<file path="config.mk">
export PLATFORM = sky130hd
export DESIGN_NAME = flash_block_self_write
export DESIGN_NICKNAME = d
export VERILOG_FILES = /design/src/flash_self_write_pkg.sv /design/src/flash_block_self_write.sv /design/src/word_buffer_mem.sv
export SDC_FILE = /design/constraint.sdc
export NUM_CORES = 1
export LEC_CHECK = 0
export BUFFER_PORTS_ARGS = -buffer_cell sky130_fd_sc_hd__buf_2
export CORE_MARGIN = 2
export CORE_UTILIZATION = 60
export DETAILED_ROUTE_END_ITERATION = 8
export GPL_ROUTABILITY_DRIVEN = 0
export PLACE_DENSITY_LB_ADDON = 0.15
export SLEW_MARGIN = 25
export SYNTH_ARGS = -nofsm -noshare
export SYNTH_HDL_FRONTEND = slang
export SYNTH_SLANG_ARGS = --single-unit
</file>
<file path="constraint.sdc">
create_clock -name clock -period 3.7 [get_ports clock]
set_input_delay 0.37 -clock clock [delete_from_list [all_inputs] [get_ports clock]]
set_output_delay 0.37 -clock clock [all_outputs]
set_load 0.01 [all_outputs]
</file>
<file path="src/flash_self_write_pkg.sv">
// constants shared by the flash self-write sequencer and its buffer store
package flash_self_write_pkg;

  // register port offsets
  localparam logic [2:0] CTRL_OFS      = 3'h0;
  localparam logic [2:0] UNLOCK_OFS    = 3'h1;
  localparam logic [2:0] ADDR_LOW_OFS  = 3'h2;
  localparam logic [2:0] ADDR_HIGH_OFS = 3'h3;
  localparam logic [2:0] DATA_LOW_OFS  = 3'h4;
  localparam logic [2:0] DATA_HIGH_OFS = 3'h5;

  // control register fields
  localparam int WRITE_ENABLE_BIT_BIT  = 2;
  localparam int START_BIT = 1;

  // widths of the holding registers
  localparam int ADDR_HI_W = 3;
  localparam int DATA_HI_W = 6;
  localparam int ADDR_W    = 8 + ADDR_HI_W;
  localparam int WORD_W    = 8 + DATA_HI_W;

  // group and row geometry
  localparam int SLOT_W = 2;
  localparam int ROW_LO = 4;
  localparam logic [SLOT_W-1:0] LAST_SLOT = 2'h3;
  localparam int SEG_W  = 2;
  localparam int SEGS   = 4;

  // unlock keys
  localparam logic [7:0] KEY_FIRST  = 8'h55;
  localparam logic [7:0] KEY_SECOND = 8'haa;

  // reset values
  localparam logic [7:0]  BYTE_RST = 8'h00;
  localparam logic [20:0] CNT_ZERO = 21'h000000;

  // timing
  localparam int CLK_HZ        = 25_000_000;
  localparam int SETUP_CYC     = 2;
  localparam int ERASE_TIME_US = 4_000;
  localparam int PWRT_TIME_MS  = 64;
  localparam int PROG_TIME_NS  = 2_000;
  localparam int ERASE_CYC_DFLT = ERASE_TIME_US * (CLK_HZ / 1_000_000);
  localparam int PWRT_CYC_DFLT  = PWRT_TIME_MS * (CLK_HZ / 1_000);
  localparam int PROG_CYC =
    (PROG_TIME_NS * (CLK_HZ / 1_000_000) + 999) / 1_000;

  // sequencer states
  typedef enum logic [2:0] {
    ST_IDLE, ST_SETUP, ST_LOAD, ST_ERASE, ST_PROG
  } seq_state_e;

  // unlock detector states
  typedef enum logic [1:0] {
    UK_NONE, UK_FIRST, UK_OPEN
  } key_state_e;

endpackage : flash_self_write_pkg

</file>
<file path="src/flash_block_self_write.sv">
// flash self-write sequencer: holding registers, unlock, erase and program
//
// Overview of operation
// words in protected segments are never written
// groups are four words, slot bits zero-aligned
// erase sixteen-word row, program four, block-aligned
// software loads address, then data registers
// start needs keys 55h then AAh, adjacent
// start on slots zero to two fills buffer
// software reloads unchanged words into buffer
// commit only when start hits slot three
// software writes slots in ascending order
// last-slot start erases row then programs buffer
// two setup cycles follow start, software waits
// buffer loads never stall the core
// core stalls during erase, clocks keep running
// core resumes after four-word programming ends
// software repeats groups for remaining twelve words
// write enable clears at power-up
// power-up timer blocks all writes
// start needs enable bit and full unlock
// unlock port stores nothing, reads zero
// start bit holds until operation ends
// bad start leaves buffer and flash untouched
`timescale 1ns/10ps
module flash_block_self_write
  import flash_self_write_pkg::*;
#(
  parameter int ERASE_CYC = ERASE_CYC_DFLT,  // erase stall length
  parameter int PWRT_CYC  = PWRT_CYC_DFLT    // power-up lockout length
) (
  // clock, enable and reset
  input  wire logic              clock,
  input  wire logic              ce,
  input  wire logic              nrst,
  // register port
  input  wire logic [2:0]        regAddr,
  input  wire logic [7:0]        regWdata,
  input  wire logic              regWr,
  input  wire logic              regRd,
  output logic      [7:0]        regRdata,
  // segment protection, one bit per segment
  input  wire logic [SEGS-1:0]   segProtect,
  // core stall
  output logic                   cpuStall,
  // flash array side
  output logic                   flashErase,
  output logic                   flashProg,
  output logic      [ADDR_W-1:0] flashAddr,
  output logic      [WORD_W-1:0] flashData
);

  // decode of a register write at one offset
  function automatic logic wrHit(input logic [2:0] ofs);
    return regWr && (regAddr == ofs);
  endfunction : wrHit

  // software-visible holding and control state
  logic [7:0]           addrLow_q;     // address low holding register
  logic [ADDR_HI_W-1:0] addrHigh_q;    // address high holding register
  logic [7:0]           dataLow_q;     // data low holding register
  logic [DATA_HI_W-1:0] dataHigh_q;    // data high holding register
  logic                 writeEnable_q; // write enable bit
  logic                 start_q;       // write start bit
  key_state_e           key_q;         // unlock detector
  seq_state_e           state_q;       // sequencer state
  // timers and the latched operation
  logic [20:0]          cnt_q;         // phase timer
  logic [20:0]          pwrt_q;        // power-up timer
  logic                 pwrtDone_q;    // power-up lockout over
  logic [SLOT_W-1:0]    slot_q;        // slot of the accepted start
  logic [ADDR_W-1:0]    opAddr_q;      // address of the accepted start
  logic [WORD_W-1:0]    opData_q;      // word of the accepted start
  logic [SLOT_W-1:0]    progIdx_q;     // slot being programmed
  logic [WORD_W-1:0]    bufRdata;      // buffer read data
  // combinational decode
  logic [ADDR_W-1:0]    holdAddr;      // assembled holding address
  logic                 segLocked;     // target segment is protected
  logic                 startReq;      // software tries to set start
  logic                 startOk;       // start accepted
  logic                 bufWr;         // buffer slot write

  // target from the holding pair, segment from its top bits
  assign holdAddr  = {addrHigh_q, addrLow_q};
  assign segLocked = segProtect[holdAddr[ADDR_W-1 -: SEG_W]];
  assign startReq  = wrHit(CTRL_OFS) && regWdata[START_BIT];

  // accept a start only with full unlock, enable and free target
  assign startOk = startReq && (key_q == UK_OPEN)
                && writeEnable_q
                && pwrtDone_q
                && !segLocked
                && (state_q == ST_IDLE);

  // address and data holding registers
  always_ff @(posedge clock) begin
    if (!nrst) begin
      addrLow_q  <= BYTE_RST;
      addrHigh_q <= '0;
      dataLow_q  <= BYTE_RST;
      dataHigh_q <= '0;
    end else if (ce) begin
      // address low byte
      if (wrHit(ADDR_LOW_OFS)) begin
        addrLow_q <= regWdata;
      end
      // address high bits, the rest dropped
      if (wrHit(ADDR_HIGH_OFS)) begin
        addrHigh_q <= regWdata[ADDR_HI_W-1:0];
      end
      // data low byte
      if (wrHit(DATA_LOW_OFS)) begin
        dataLow_q <= regWdata;
      end
      // data high bits, the rest dropped
      if (wrHit(DATA_HIGH_OFS)) begin
        dataHigh_q <= regWdata[DATA_HI_W-1:0];
      end
    end
  end

  // write enable bit, cleared by reset
  always_ff @(posedge clock) begin
    if (!nrst) begin
      writeEnable_q <= 1'b0;
    end else if (ce && wrHit(CTRL_OFS)) begin
      // every control write also rewrites the enable bit
      writeEnable_q <= regWdata[WRITE_ENABLE_BIT_BIT];
    end
  end

  // unlock detector: 55h then aah, any other write breaks it
  always_ff @(posedge clock) begin
    if (!nrst) begin
      key_q <= UK_NONE;
    end else if (ce && regWr) begin
      // only writes are watched; reads leave the detector alone
      if (regAddr == UNLOCK_OFS) begin
        unique case (key_q)
          // waiting for the first key
          UK_NONE: begin
            key_q <= (regWdata == KEY_FIRST) ? UK_FIRST : UK_NONE;
          end
          // first key seen, a repeat of it restarts
          UK_FIRST: begin
            key_q <= (regWdata == KEY_SECOND) ? UK_OPEN
                   : (regWdata == KEY_FIRST) ? UK_FIRST : UK_NONE;
          end
          // open: only the very next control write may use it
          UK_OPEN: begin
            key_q <= (regWdata == KEY_FIRST) ? UK_FIRST : UK_NONE;
          end
        endcase
      end else begin
        // any other register write consumes or breaks the unlock
        key_q <= UK_NONE;
      end
    end
  end

  // power-up timer lockout
  always_ff @(posedge clock) begin
    if (!nrst) begin
      pwrt_q     <= CNT_ZERO;
      pwrtDone_q <= 1'b0;
    end else if (ce && !pwrtDone_q) begin
      // counts only while enabled, stops once done
      pwrt_q <= pwrt_q + 21'h000001;
      // starts before this point are simply dropped
      if (pwrt_q == 21'(PWRT_CYC - 1)) begin
        pwrtDone_q <= 1'b1;
      end
    end
  end

  // latch the target of an accepted start
  always_ff @(posedge clock) begin
    if (!nrst) begin
      slot_q   <= '0;
      opAddr_q <= '0;
      opData_q <= '0;
    end else if (ce && startOk) begin
      // slot, address and word stay frozen for the whole operation
      slot_q   <= holdAddr[SLOT_W-1:0];
      opAddr_q <= holdAddr;
      opData_q <= {dataHigh_q, dataLow_q};
    end
  end

  // start bit stays set for the whole operation
  always_ff @(posedge clock) begin
    if (!nrst) begin
      start_q <= 1'b0;
    end else if (ce) begin
      // a plain load clears in its load cycle, after setup; a commit holds to its last word
      if (startOk) begin
        start_q <= 1'b1;
      end else if ((state_q == ST_LOAD && slot_q != LAST_SLOT) ||
                   (state_q == ST_PROG && progIdx_q == LAST_SLOT &&
                    cnt_q == 21'(PROG_CYC - 1))) begin
        start_q <= 1'b0;
      end
    end
  end

  // sequencer: setup, buffer load, then for the last slot erase and program
  always_ff @(posedge clock) begin
    if (!nrst) begin
      state_q   <= ST_IDLE;
      cnt_q     <= CNT_ZERO;
      progIdx_q <= '0;
    end else if (ce) begin
      unique case (state_q)
        ST_IDLE: begin
          // wait for an accepted start
          cnt_q <= CNT_ZERO;
          if (startOk) begin
            state_q <= ST_SETUP;
          end
        end
        ST_SETUP: begin
          // two cycles to prepare before anything moves
          cnt_q <= cnt_q + 21'h000001;
          if (cnt_q == 21'(SETUP_CYC - 1)) begin
            cnt_q   <= CNT_ZERO;
            state_q <= ST_LOAD;
          end
        end
        ST_LOAD: begin
          // slot written; only the last slot goes on to commit
          if (slot_q == LAST_SLOT) begin
            state_q <= ST_ERASE;
          end else begin
            state_q <= ST_IDLE;
          end
        end
        ST_ERASE: begin
          // row erase under stall, clocks keep running
          cnt_q <= cnt_q + 21'h000001;
          if (cnt_q == 21'(ERASE_CYC - 1)) begin
            cnt_q     <= CNT_ZERO;
            progIdx_q <= '0;
            state_q   <= ST_PROG;
          end
        end
        ST_PROG: begin
          // one program slot per word, ascending
          cnt_q <= cnt_q + 21'h000001;
          if (cnt_q == 21'(PROG_CYC - 1)) begin
            cnt_q     <= CNT_ZERO;
            progIdx_q <= progIdx_q + 2'h1;
            // the last word hands the core back
            if (progIdx_q == LAST_SLOT) begin
              state_q <= ST_IDLE;
            end
          end
        end
        default: begin
          // a stray code falls back to idle
          state_q <= ST_IDLE;
        end
      endcase
    end
  end

  // buffer slot is loaded only after a valid start
  assign bufWr = (state_q == ST_LOAD);

  // four-slot store between the holding registers and the flash
  word_buffer_mem word_buffer_mem_i (
    .clock  (clock),
    .ce     (ce),
    .nrst   (nrst),
    .write_enable_bit   (bufWr),
    .wrSlot (slot_q),
    .wrData (opData_q),
    .rdSlot (progIdx_q),
    .rdData (bufRdata)
  );

  // stall covers erase and program only
  always_ff @(posedge clock) begin
    if (!nrst) begin
      cpuStall <= 1'b0;
    end else if (ce) begin
      // a slot-three load raises the stall with the erase pulse
      // and it drops on the last program cycle, as start clears
      cpuStall <= (state_q == ST_LOAD && slot_q == LAST_SLOT)
               || state_q == ST_ERASE
               || (state_q == ST_PROG &&
                   !(progIdx_q == LAST_SLOT &&
                     cnt_q == 21'(PROG_CYC - 1)));
    end
  end

  // flash array strobes, address and data
  always_ff @(posedge clock) begin
    if (!nrst) begin
      flashErase <= 1'b0;
      flashProg  <= 1'b0;
      flashAddr  <= '0;
      flashData  <= '0;
    end else if (ce) begin
      // strobes default low, so each pulse lasts one cycle
      flashErase <= 1'b0;
      flashProg  <= 1'b0;
      if (state_q == ST_LOAD && slot_q == LAST_SLOT) begin
        // row address, low four bits cleared
        flashErase <= 1'b1;
        flashAddr  <= {opAddr_q[ADDR_W-1:ROW_LO], {ROW_LO{1'b0}}};
      end else if (state_q == ST_PROG && cnt_q == 21'h000001) begin
        // buffered word goes to its aligned group address
        flashProg <= 1'b1;
        flashAddr <= {opAddr_q[ADDR_W-1:SLOT_W], progIdx_q};
        flashData <= bufRdata;
      end
    end
  end

  // register read data, one cycle after the strobe
  always_ff @(posedge clock) begin
    if (!nrst) begin
      regRdata <= BYTE_RST;
    end else if (ce) begin
      // nothing selected reads back as zero
      regRdata <= BYTE_RST;
      if (regRd) begin
        unique case (regAddr)
          CTRL_OFS: begin
            // enable and start bits, the others zero
            regRdata[WRITE_ENABLE_BIT_BIT]  <= writeEnable_q;
            regRdata[START_BIT] <= start_q;
          end
          // holding registers, upper bits zero-filled
          ADDR_LOW_OFS:  regRdata <= addrLow_q;
          ADDR_HIGH_OFS: regRdata <= 8'(addrHigh_q);
          DATA_LOW_OFS:  regRdata <= dataLow_q;
          DATA_HIGH_OFS: regRdata <= 8'(dataHigh_q);
          default:       regRdata <= BYTE_RST;
        endcase
      end
    end
  end

endmodule : flash_block_self_write

</file>
<file path="src/word_buffer_mem.sv">
// four-slot word buffer with a registered read port
`timescale 1ns/10ps
module word_buffer_mem
  import flash_self_write_pkg::*;
(
  // clock, enable and reset
  input  wire logic              clock,
  input  wire logic              ce,
  input  wire logic              nrst,
  // write port
  input  wire logic              write_enable_bit,
  input  wire logic [SLOT_W-1:0] wrSlot,
  input  wire logic [WORD_W-1:0] wrData,
  // read port
  input  wire logic [SLOT_W-1:0] rdSlot,
  output logic      [WORD_W-1:0] rdData
);

  logic [WORD_W-1:0] mem [SEGS];  // one word per slot

  // slot storage, holds its contents across resets
  always_ff @(posedge clock) begin
    if (ce && write_enable_bit) begin
      mem[wrSlot] <= wrData;
    end
  end

  // registered read data
  always_ff @(posedge clock) begin
    if (!nrst) begin
      rdData <= '0;
    end else if (ce) begin
      rdData <= mem[rdSlot];
    end
  end

endmodule : word_buffer_mem

</file>
# ---- Yosys cells after proc, flatten, opt, wreduce, memory -nomap -nowiden
# Memories as Yosys holds them, arrays and structs flattened. A register that Yosys moved wholly into a read port is not among the register bits.
# Index checks and enable logic that the tools add are counted.
dict set report classes {
  add_sub_neg 3
  order_cmp 1
  eq_ne 25
  mux 33
  n_bitwise 1
  n_reduce_logical 49
}
# operator count
set op_table {}
lappend op_table {{21-bit case mux with 4 select lines} 1}
lappend op_table {{21-bit two-way mux} 3}
lappend op_table {{21-bit by 1-bit adder with 21-bit output, second input constant} 2}
lappend op_table {{1-bit logical AND} 23}
lappend op_table {{11-bit two-way mux} 2}
lappend op_table {{21-bit by 1-bit equality test with 1-bit output, second input constant} 1}
lappend op_table {{21-bit by 17-bit equality test with 1-bit output, second input constant} 1}
lappend op_table {{21-bit equality test, second input constant} 1}
lappend op_table {{21-bit by 6-bit equality test with 1-bit output, second input constant} 1}
lappend op_table {{2-bit AND reduction} 8}
lappend op_table {{3-bit two-way mux} 5}
lappend op_table {{3-bit case mux with 5 select lines} 1}
lappend op_table {{5-bit case mux with 3 select lines} 1}
lappend op_table {{3-bit by 2-bit equality test with 1-bit output, second input constant} 4}
lappend op_table {{2-bit inequality test, second input constant} 6}
lappend op_table {{2-bit two-way mux} 5}
lappend op_table {{2-bit case mux with 5 select lines} 1}
lappend op_table {{3-bit equality test, second input constant} 3}
lappend op_table {{1-bit two-way mux} 9}
lappend op_table {{8-bit by 7-bit equality test with 1-bit output, second input constant} 1}
lappend op_table {{8-bit equality test, second input constant} 1}
lappend op_table {{8-bit two-way mux} 1}
lappend op_table {{2-bit case mux with 2 select lines} 2}
lappend op_table {{2-bit equality test, second input constant} 3}
lappend op_table {{17 further kinds} 26}
dict set report word_totals {
  reg_bits 140
  mem_bits_rw 56
  in_bits 20
  out_inout_bits 36
  wordCells 134
  n_memories 1
}
# memory words width rd rd_clocked_by_memory_dff write_ports line
set memory_table {}
lappend memory_table {word_buffer_mem_i.mem 4 14 1 1 1 word_buffer_mem.sv:19} ;# logic [WORD_W-1:0] mem [SEGS];

# ---- Logic depth before layout (Yosys ltp)
# Gate-level depths: netlist (run 1).
dict set report logic_depth {
  word_depth 10
  depth_mapped 9
  depth_no_buf 8
}

# ---- Hierarchy
# Synthesis (run 1) repeated with hierarchy kept, for this count alone.
dict set report unflattened {
  hier_cells 815
  hier_area_um2 8961.1
}
# mod n_inst cells_per_inst area_per_inst_um2 seq_area_each_um2
set by_module_without_submodules {}
lappend by_module_without_submodules {flash_block_self_write 1 672 6373.6 2762.6}
lappend by_module_without_submodules {word_buffer_mem 1 143 2587.5 1961.9}

# ---- Worst setup path before layout (run 1)
# Ideal clock, no wire load.
dict set report synth_timing {
  path_type {register -> register}
  from {register state_q[0]}
  to {memory word_buffer_mem_i.mem[1][0] (netlist name), enable pin}
  setup_time_ns 0.406
  arrival_time_ns 2.300
  t_required_ns 3.294
  path_slack_ns 0.994
  stages_incl_launch_ff 6
  n_path_buf 2
  period_less_slack_ns 2.706
  path_cell_list {dfxtp_1 > clkbuf_1 > nand2b_1 > or3b_2 > clkbuf_1 > nor3b_1}
}
dict set report synth_between {
  elab_chain_len 4
}
# element line
set synth_lines {}
lappend synth_lines {{from (decl)} flash_block_self_write.sv:66} ;# seq_state_e state_q;
lappend synth_lines {{from (signal assigned)} flash_block_self_write.sv:209} ;# state_q <= ST_IDLE;
lappend synth_lines {{from (signal assigned)} flash_block_self_write.sv:218} ;# state_q <= ST_SETUP;
lappend synth_lines {{from (signal assigned)} flash_block_self_write.sv:226} ;# state_q <= ST_LOAD;
lappend synth_lines {{3-bit by 2-bit equality test with 1-bit output} flash_block_self_write.sv:267} ;# assign bufWr = (state_q == ST_LOAD);
lappend synth_lines {{1-bit logical AND} word_buffer_mem.sv:23} ;# if (ce && write_enable_bit) begin
lappend synth_lines {{1-bit two-way mux} word_buffer_mem.sv:23}
lappend synth_lines {{1-bit two-way mux (not written as such)} word_buffer_mem.sv:24} ;# mem[wrSlot] <= wrData;
lappend synth_lines {{to (decl)} word_buffer_mem.sv:19}
# Every way passes these cells.

# ---- Worst setup path in the final report (run 1)
dict set report layout_timing {
  from {register state_q[1]}
  to {register cnt_q[14]}
}
dict set report layout_between {
  elab_chain_len 3
  word_cells_on_any_way 7
  cone_classes {3 x eq/ne; 1 x mux; 3 x reduce/logical}
}
# element line
set layout_lines {}
lappend layout_lines {{3-bit by 2-bit equality test with 1-bit output (tied with other cells)} flash_block_self_write.sv:213} ;# unique case (state_q)
lappend layout_lines {{4-bit nonzero test (no source line)} --}
lappend layout_lines {{2-bit AND reduction (no source line)} --}
lappend layout_lines {{to (signal assigned)} flash_block_self_write.sv:223} ;# cnt_q <= cnt_q + 21'h000001;
lappend layout_lines {{to (signal assigned)} flash_block_self_write.sv:239} ;# cnt_q <= cnt_q + 21'h000001;
lappend layout_lines {{to (signal assigned)} flash_block_self_write.sv:248} ;# cnt_q <= cnt_q + 21'h000001;
lappend layout_lines {{to (decl)} flash_block_self_write.sv:68} ;# logic [20:0] cnt_q;
# Several ways; a longest one is shown, not always the timed one.
# A chain may end at the register's enable or synchronous reset.

==> metrics.md, run 1 <==
| Metric | Value |
|---|---|
| Status | completed |
| Worst Hold Slack | 191 ps |
| Worst rel slew slack | 0.385 |
| CP Max Fanout | 13 |
| Post-synth top cells | dfxtp_1 (152), mux2i_1 (96), nor2b_1 (95), edfxtp_1 (56), nand2_1 (51) |
| Die Y | 125 um |
| Worst setup EP type | flip-flop |
| Clock buffer count from CTS | 22 |
| Bufs on Longest Clock Path | 3 |
| Largest area contributor in the netlist | dfxtp_1 |
| Clock Latency Late Sink | 500 ps |
| Sequential element share of the synthesized area | 0.534 |
| Via density | 5.80 |
| Cts hold-fix bufs | 0 |
| Post-synth cell types | 64 |
| Pleak | 3.76 nW |
| Post-DP HPWL | 12.0 mm |
| Synth Register Bits | 208 |
| Root buffer cell | clkbuf_16 |
| Syn avg cell area | 11.3 sq um |
| CP Launch Type | flip-flop |
| Fmax | 406 MHz |
| Worst-margin pin slew | 920 ps |
| Clock Skew | 6.03 ps |
| Antenna violations before repair | 0 |
| Total setup buffers inserted after CTS | 0 |
| Min Tclk post-route | 2460 ps |
| Asr flop ratio synth | 0 |
| Final Slew Violations | 0 |
| Cell with the most instances after synthesis | dfxtp_1 |
| Gr ovfl total | 0 |
| VDD IR max | 347 uV |
| First-pass GRT wire length | 30.4 mm |
| Syn-to-layout area delta | 12.9% |
| TritonCTS clock tree | yes |
| Starting Density | 0.611 |
| Routed WL | 18.2 mm |
| Placed cell areas | 9270 sq um |
| Final worst path period share | 0.665 |
| DRC | 0 |
| Yosys synthesis warning count | 0 |
| Tot Pwr | 4.62 mW |
| Synth Flop Type | dfxtp_1 |
| Maxcap violations | 0 |
| Synth Instances | 784 |
| Post-cts gate resize count | 0 |
| Fill count | 1058 |
| 1st-pass router iterations | 5 |
| Worst EP arrival | 2900 ps |
| Fin Setup TNS | 0 ps |
| CTS sink cnt | 208 |
| Row cnt | 44 |
| Vias in the first global route | 5916 |
| Synth area leaders | dfxtp_1 (34%), edfxtp_1 (19%), mux2i_1 (11%) |
| Iter 0 DRT Violations | 320 |
| WL/cell | 17.6 um |
| Top cell type's share of synthesized area | 0.344 |
| RSZ-0062 raised after global routing | no |
| CP required | 4140 ps |
| Io pins | 56 |
| Post-synth EDFFs | 56 |
| Share of layout cells above drive strength 1 | 0.155 |
| Core ar. | 14500 sq um |
| Pwr per Cell Area | 462 nW/um^2 |
| Die area | 15700 sq um |
| H-Tree Depth | 1 |
| Mapped Area | 8840 sq um |
| IO Port Bufs | 55 |
| Min-delay worst type | in2reg |
| Die Span X | 125 um |
| Clk pin slew, worst setup/hold paths | 60 ps |
| Hold Violations, Final | 0 |
| Design area | 9980 sq um |
| Largest net degree at the start of global routing | 61 |
| Synthesized net count | 808 |
| Critical path class | reg2reg |
| Final setup vio count | 0 |
| Via total after detailed routing | 5988 |
| Total GRT Usage | 0.235 |
| Post-DRT Antenna Nets | 0 |
| Final #Nets | 857 |
| Antenna Cells | 0 |
## cell usage in the layout (no fill, tap or decap), types with 15 or more instances in the layout
cell type | synthesis | routed
and2_1 | 29 | 29
xnor2_1 | 19 | 19
nand3_1 | 24 | 24
clkbuf_16 | 0 | 23
nor2b_1 | 95 | 95
buf_2 | 3 | 55
edfxtp_1 | 56 | 56
nand2_1 | 51 | 51
mux4_2 | 15 | 15
nor2_1 | 28 | 28
mux2i_1 | 96 | 96
o21ai_0 | 19 | 19
dfxtp_1 | 152 | 152
## cell type report
type | instances | area (sq um) | share of cell area
repair buffers | 65 | 350 | 0.0351
clock buffers | 34 | 657 | 0.0658
clock inverters | 6 | 52.6 | 0.00526
well taps | 184 | 230 | 0.0231
multi-input cells | 526 | 3930 | 0.394
inverters | 10 | 37.5 | 0.00376
flip-flops and latches | 208 | 4720 | 0.473
## kinds of logic after synthesis
logic type,synth area share
and+or+nand+nor,0.200
DFF,0.534
muxes,0.148
AOI/OAI and AO/OA,0.0578
buffers and inverters,0.0225
xor gates and xnor gates,0.0317
adders and majority gates,0.00566
## flip-flops by register name, summed over array words and instances, names as in the netlist, 8 cells and up
signal / count
addrLow_q: 8
cnt_q: 21
flashAddr: 11
word_buffer_mem_i.mem: 56
word_buffer_mem_i.rdData: 14
regRdata: 8
flashData: 14
opAddr_q: 10
dataLow_q: 8
opData_q: 14
pwrt_q: 21
## worst paths after layout
kind	start	endpoint	slack (ps)	cells past startpoint
max reg2reg	state_q[1]	cnt_q[14]	1240	5
min reg2reg	regRdata[1]	regRdata[1]	490	2
min	regWdata[6]	addrLow_q[6]	190	3
max	state_q[1]	cnt_q[14]	1240	5
## per-layer routing
layer  vias to the layer above  wire length, um  global-route usage
li1                       2884                -                   -
met1                      2886             8220               0.317
met2                       173             8460               0.387
met3                        45              888              0.0389
met4                         0              585              0.0824
met5                         -                0                   0
## worst max-delay path, stage by stage (launching register included)
cell,delay (ps)
dfxtp_1,470
nor3b_1,620
o21ai_0,350
a31o_2,410
or3_2,460
nand3_1,90
## where the power goes
part           total, mW  internal, mW  switching, mW
Sequential          2.35          2.34         0.0116
Clock               2.14          1.29          0.849
Combinational      0.128        0.0542         0.0741
Total               4.62          3.68          0.934
## per-stage QoR
stage | worst slack (ps) | util | std cells
detailed placement | 1170 | 0.641 | 993
floorplan | 994 | - | 784
global route | 1130 | 0.690 | 1033
finish | 1240 | 0.690 | 1033
global placement | 1290 | 0.641 | 993
CTS | 1270 | 0.690 | 1033
(Power assumes the default switching activity.)
==> run 2, diff against run 1 <==
CORE_UTILIZATION = 54   (was 60)
clock period = 2.2 ns   (was 3.7 ns; I/O delays follow)
==> metrics.md, run 2 (same netlist as run 1, synthesis figures left out) <==
| Metric | Value |
|---|---|
| Status | completed |
| Design internal power | 6.03 mW |
| WL/cell | 16.7 um |
| Commonest non-fill, non-tap cell in the layout | dfxtp_1 |
| TritonCTS clock tree | yes |
| Commonest non-fill, non-tap cells in the layout | dfxtp_1 (150), mux2i_1 (96), nor2b_1 (95), edfxtp_1 (56), buf_2 (55) |
| Root buffer cell | clkbuf_16 |
| Total GRT Usage | 0.209 |
| CP Launch Type | flip-flop |
| Pleak | 3.97 nW |
| Worst rel slew slack | 0.623 |
| Worst-margin pin slew | 560 ps |
| Syn-to-layout area delta | 17.0% |
| Worst EP arrival | 2550 ps |
| Final #Nets | 890 |
| Clock Latency Late Sink | 510 ps |
| Clk pin slew, worst setup/hold paths | 60 ps |
| Switch Pwr | 1.55 mW |
| CP Max Fanout | 6 |
| Switching Fraction | 0.205 |
| Fmax | 463 MHz |
| CTS sink cnt | 208 |
| DRC | 0 |
| Io pins | 56 |
| Min-delay worst type | in2reg |
| 1st-pass router iterations | 5 |
| Regs by FF count | word_buffer_mem_i.mem x56, cnt_q x21, pwrt_q x21 |
| Post-DRT Antenna Nets | 0 |
| Maxcap violations | 0 |
| Critical path class | reg2reg |
| Final setup vio count | 0 |
| Final worst path period share | 0.982 |
| Via density | 5.49 |
| Comb pwr share | 0.027 |
| Dpl ws | -55.8 ps |
| Cts hold-fix bufs | 0 |
| Largest net degree at the start of global routing | 56 |
| Fin Setup TNS | 0 ps |
| Routed WL | 18.3 mm |
| Gr ovfl total | 0 |
| Die area | 17400 sq um |
| Placed cell areas | 9580 sq um |
| Design area | 10300 sq um |
| Pwr per Cell Area | 733 nW/um^2 |
| Hold Violations, Final | 0 |
| Via total after detailed routing | 6023 |
| Antenna violations before repair | 0 |
| First-pass GRT wire length | 30.2 mm |
| Critical R2R Launch | cnt_q[15] |
| Min Tclk post-route | 2160 ps |
| Antenna Cells | 0 |
| Clock Skew | 12.3 ps |
| Top reg by flops | word_buffer_mem_i.mem |
| Post-DP HPWL | 12.7 mm |
| VDD IR max | 574 uV |
| Bufs on Longest Clock Path | 3 |
| Iter 0 DRT Violations | 334 |
| Fill count | 1264 |
| Clk pwr share | 0.454 |
| CP required | 2590 ps |
| Final Slew Violations | 0 |
| Die Y | 132 um |
| Clock buffer count from CTS | 22 |
| Share of layout cells above drive strength 1 | 0.193 |
| Worst setup EP type | flip-flop |
| Core ar. | 15900 sq um |
| Seq pwr share | 0.518 |
| Post-route setup slack | 38.6 ps |
| Die Span X | 132 um |
| Starting Density | 0.554 |
| H-Tree Depth | 1 |
| Row cnt | 46 |
| Vias in the first global route | 5932 |
| Crit path launch | cnt_q[15] |
| Largest register FFs | 56 |
| IO Port Bufs | 55 |
| Beginning of the worst hold path | regWdata[6] |
run 2: cell types whose count changed in the layout (fill, tap and decap cells not counted), moves of 2 or more:
cell / previous run / this run
clkinv_2: 3 / 0
a31oi_1: 3 / 1
buf_12: 0 / 4
dfxtp_1: 152 / 150
buf_4: 10 / 38
a31oi_2: 0 / 2
clkbuf_1: 7 / 10
run 2: power by group through the flow:
stage          logic, mW  registers, mW  clock network [mW]
6_report           0.207           3.93                3.44
5_1_grt            0.224           3.93                3.70
4_1_cts            0.204           3.93                3.54
2_1_floorplan      0.137           4.01                   0
3_3_place_gp       0.199           4.02                   0
3_5_place_dp       0.204           4.02                   0
run 2: worst max-delay path: stages, from the launching register on:
cell and delay [ps]:
dfxtp_1 480, nand4b_1 180, or3_4 430, o311ai_4 380, nand2_4 110, and3_4 190, o311a_1 280
run 2: repair_timing:
| action | in CTS | in global routing |
|---|---|---|
| buffers inserted | 0 | 4 |
| gates resized for setup | 2 | 11 |
| pin swaps | 1 | 9 |
| gates cloned | 0 | 0 |
| endpoints found under the setup margin | 4 | 41 |
run 2: cell type report:
type	count	area (sq um)	share of cell area
multi-input cells	526	3980	0.384
inverters	10	37.5	0.00363
clock buffers	37	657	0.0635
repair buffers	98	652	0.0630
clock inverters	2	20.0	0.00194
flip-flops and latches	208	4730	0.457
well taps	216	270	0.0261
run 2: routing by layer:
layer,track usage,part of all wire,up-vias
met2,0.360,0.48,138
met4,0.0556,0.018,0
li1,-,-,2956
met5,0,0,-
met1,0.275,0.45,2900
met3,0.0354,0.049,29
run 2: through the flow:
stage	hold WS (ps)	total power, mW	instances	util
floorplan	365	4.15	784	-
global placement	468	4.21	1054	0.601
detailed placement	475	4.22	1054	0.601
CTS	2.68	7.68	1093	0.644
global route	33.8	7.85	1097	0.649
finish	19.2	7.58	1097	0.649
run 2: final timing paths:
path	end	slack (ps)	cells past startpoint
setup / recovery	cnt_q[0]	40	6
hold / removal	addrLow_q[6]	20	3
hold reg to reg	regRdata[1]	480	2
setup reg to reg	cnt_q[0]	40	6
==> run 3, diff against run 2 <==
CORE_UTILIZATION = 55   (was 54)
SYNTH_HIERARCHICAL = 1   (was unset)
==> metrics.md, run 3 <==
| Metric | Value |
|---|---|
| Synth Flop Type | dfxtp_1 |
| Die Y | 132 um |
| CP required | 2570 ps |
| Clk pin slew, worst setup/hold paths | 60 ps |
| Pleak | 3.62 nW |
| Area of the multi-input gates | 4040 sq um |
| Syn-to-layout area delta | 15.1% |
| Total GRT Usage | 0.228 |
| Clock Latency Late Sink | 480 ps |
| Starting Density | 0.564 |
| DRC | 0 |
| Post-synth EDFFs | 56 |
| Sequential element share of the synthesized area | 0.527 |
| Maxcap violations | 0 |
| Die Span X | 132 um |
| Final worst path period share | 0.974 |
| Post-DRT Antenna Nets | 0 |
| Pwr per Cell Area | 744 nW/um^2 |
| Iter 0 DRT Violations | 358 |
| Io pins | 56 |
| First-pass GRT wire length | 32.3 mm |
| CP Max Fanout | 11 |
| Final #Nets | 906 |
| Largest area contributor in the netlist | dfxtp_1 |
| Clock Skew | 4.72 ps |
| Clock buffer count from CTS | 21 |
| Synthesized net count | 839 |
| RSZ-0062 raised after global routing | yes |
| Vias in the first global route | 6139 |
| Post-DP HPWL | 13.6 mm |
| WL/cell | 17.8 um |
| Design area | 10300 sq um |
| TritonCTS clock tree | yes |
| H-Tree Depth | 1 |
| CTS sink cnt | 208 |
| Cell with the most instances after synthesis | dfxtp_1 |
| Synth area leaders | dfxtp_1 (34%), edfxtp_1 (19%), mux2i_1 (12%) |
| Routed WL | 19.7 mm |
| Worst rel slew slack | 0.573 |
| Share of layout cells above drive strength 1 | 0.162 |
| Antenna Cells | 0 |
| Synth Instances | 815 |
| Worst-margin pin slew | 641 ps |
| Core ar. | 15900 sq um |
| Yosys synthesis warning count | 6 |
| Mapped Area | 8960 sq um |
| Antenna violations before repair | 0 |
| Min-delay worst type | in2reg |
| Synth Register Bits | 208 |
| Cts hold-fix bufs | 0 |
| Fmax | 467 MHz |
| Syn avg cell area | 11.0 sq um |
| Placed cell areas | 9580 sq um |
| Die area | 17300 sq um |
| Register area | 4730 sq um |
| Via total after detailed routing | 6371 |
| Regs by FF count | word_buffer_mem_i/mem x56, cnt_q x21, pwrt_q x21 |
| Post-synth top cells | dfxtp_1 (152), mux2i_1 (103), nor2b_1 (80), nand2_1 (60), edfxtp_1 (56) |
| Final setup vio count | 0 |
| Commonest non-fill, non-tap cell in the layout | dfxtp_1 |
| Post-synth cell types | 71 |
| Status | completed |
| Commonest non-fill, non-tap cells in the layout | dfxtp_1 (150), mux2i_1 (103), nor2b_1 (80), nand2_1 (59), edfxtp_1 (56) |
| Final Slew Violations | 0 |
| Largest net degree at the start of global routing | 78 |
| CP Launch Type | flip-flop |
| Dpl ws | -29.2 ps |
| Fill count | 1285 |
| Bufs on Longest Clock Path | 3 |
| Largest register FFs | 56 |
| Worst EP arrival | 2510 ps |
| Root buffer cell | clkbuf_16 |
| Post-route setup slack | 57.1 ps |
| Asr flop ratio synth | 0 |
| Row cnt | 46 |
| Critical path class | reg2reg |
| Top reg by flops | word_buffer_mem_i/mem |
| Hold Violations, Final | 0 |
| Gr ovfl total | 0 |
| Min Tclk post-route | 2140 ps |
| VDD IR max | 554 uV |
| Worst setup EP type | flip-flop |
| Top cell type's share of synthesized area | 0.340 |
| Via density | 5.74 |
| IO Port Bufs | 55 |
| 1st-pass router iterations | 5 |
-- run 3: cell types whose count changed after synthesis, moves of 9 or more --
cell,delta
mux4_2,-14
nand2_1,+9
nand3b_1,+11
nor2b_1,-15
o221ai_1,+13
xnor2_1,-10
xor2_1,+12
-- run 3: report_power, final --
part	internal (mW)	switching, mW	total [mW]	leakage [nW]
logic	0.0845	0.129	0.213	1.41
clock network	2.16	1.36	3.53	0.330
registers	3.92	0.0102	3.93	1.88
-- run 3: logic make-up after synthesis --
group | share of synthesized area
AO/OA/AOI/OAI | 0.0834
adder cells (fa/ha/maj) | 0.00559
multiplexers | 0.120
XOR/XNOR | 0.0332
AND/OR/NAND/NOR | 0.202
buffers and inverters | 0.0289
flip-flops | 0.527
-- run 3: final cells by class --
| type | count | area share |
|---|---|---|
| inverter | 12 | 0.00437 |
| tap | 216 | 0.0262 |
| multi-input combinational | 551 | 0.392 |
| sequential | 208 | 0.458 |
| clock inverter | 6 | 0.00995 |
| clock buffer | 29 | 0.0558 |
| timing repair buffer | 88 | 0.0534 |
-- run 3: what timing repair did --
item,4_1_cts,5_1_grt
gates resized for setup,0,9
pin swaps,1,4
buffers inserted,2,0
setup endpoints to repair,6,44
-- run 3: critical path, cell delays in order, from the launching register on --
cell	delay, ps
dfxtp_1	610
nand4_1	410
nor4_1	590
a311oi_1	180
a21oi_1	140
o21ai_0	90
-- run 3: metal layers --
| layer | routed length (um) | global-route usage | vias up |
|---|---|---|---|
| li1 | - | - | 3079 |
| met1 | 8950 | 0.316 | 3080 |
| met2 | 9230 | 0.371 | 175 |
| met3 | 1110 | 0.0394 | 37 |
| met4 | 441 | 0.0610 | 0 |
| met5 | 0 | 0 | - |
-- run 3: worst paths after layout --
check          startpoint            to  slack, ps  cells past startpoint
max reg2reg      cnt_q[5]     cnt_q[19]         60                      5
max              cnt_q[5]     cnt_q[19]         60                      5
min                 regRd   regRdata[0]         60                      3
min reg2reg  flashAddr[9]  flashAddr[9]        470                      2
-- run 3: through the flow --
step	hold slack, ps	instances	setup TNS, ps	util	power, mW
floorplan	365	815	-8580	-	4.15
global placement	453	1073	0	0.603	4.22
detailed placement	461	1073	-66.3	0.603	4.22
CTS	42.6	1110	0	0.646	7.75
global route	55.6	1110	-52.2	0.649	7.93
finish	58.2	1110	0	0.649	7.67
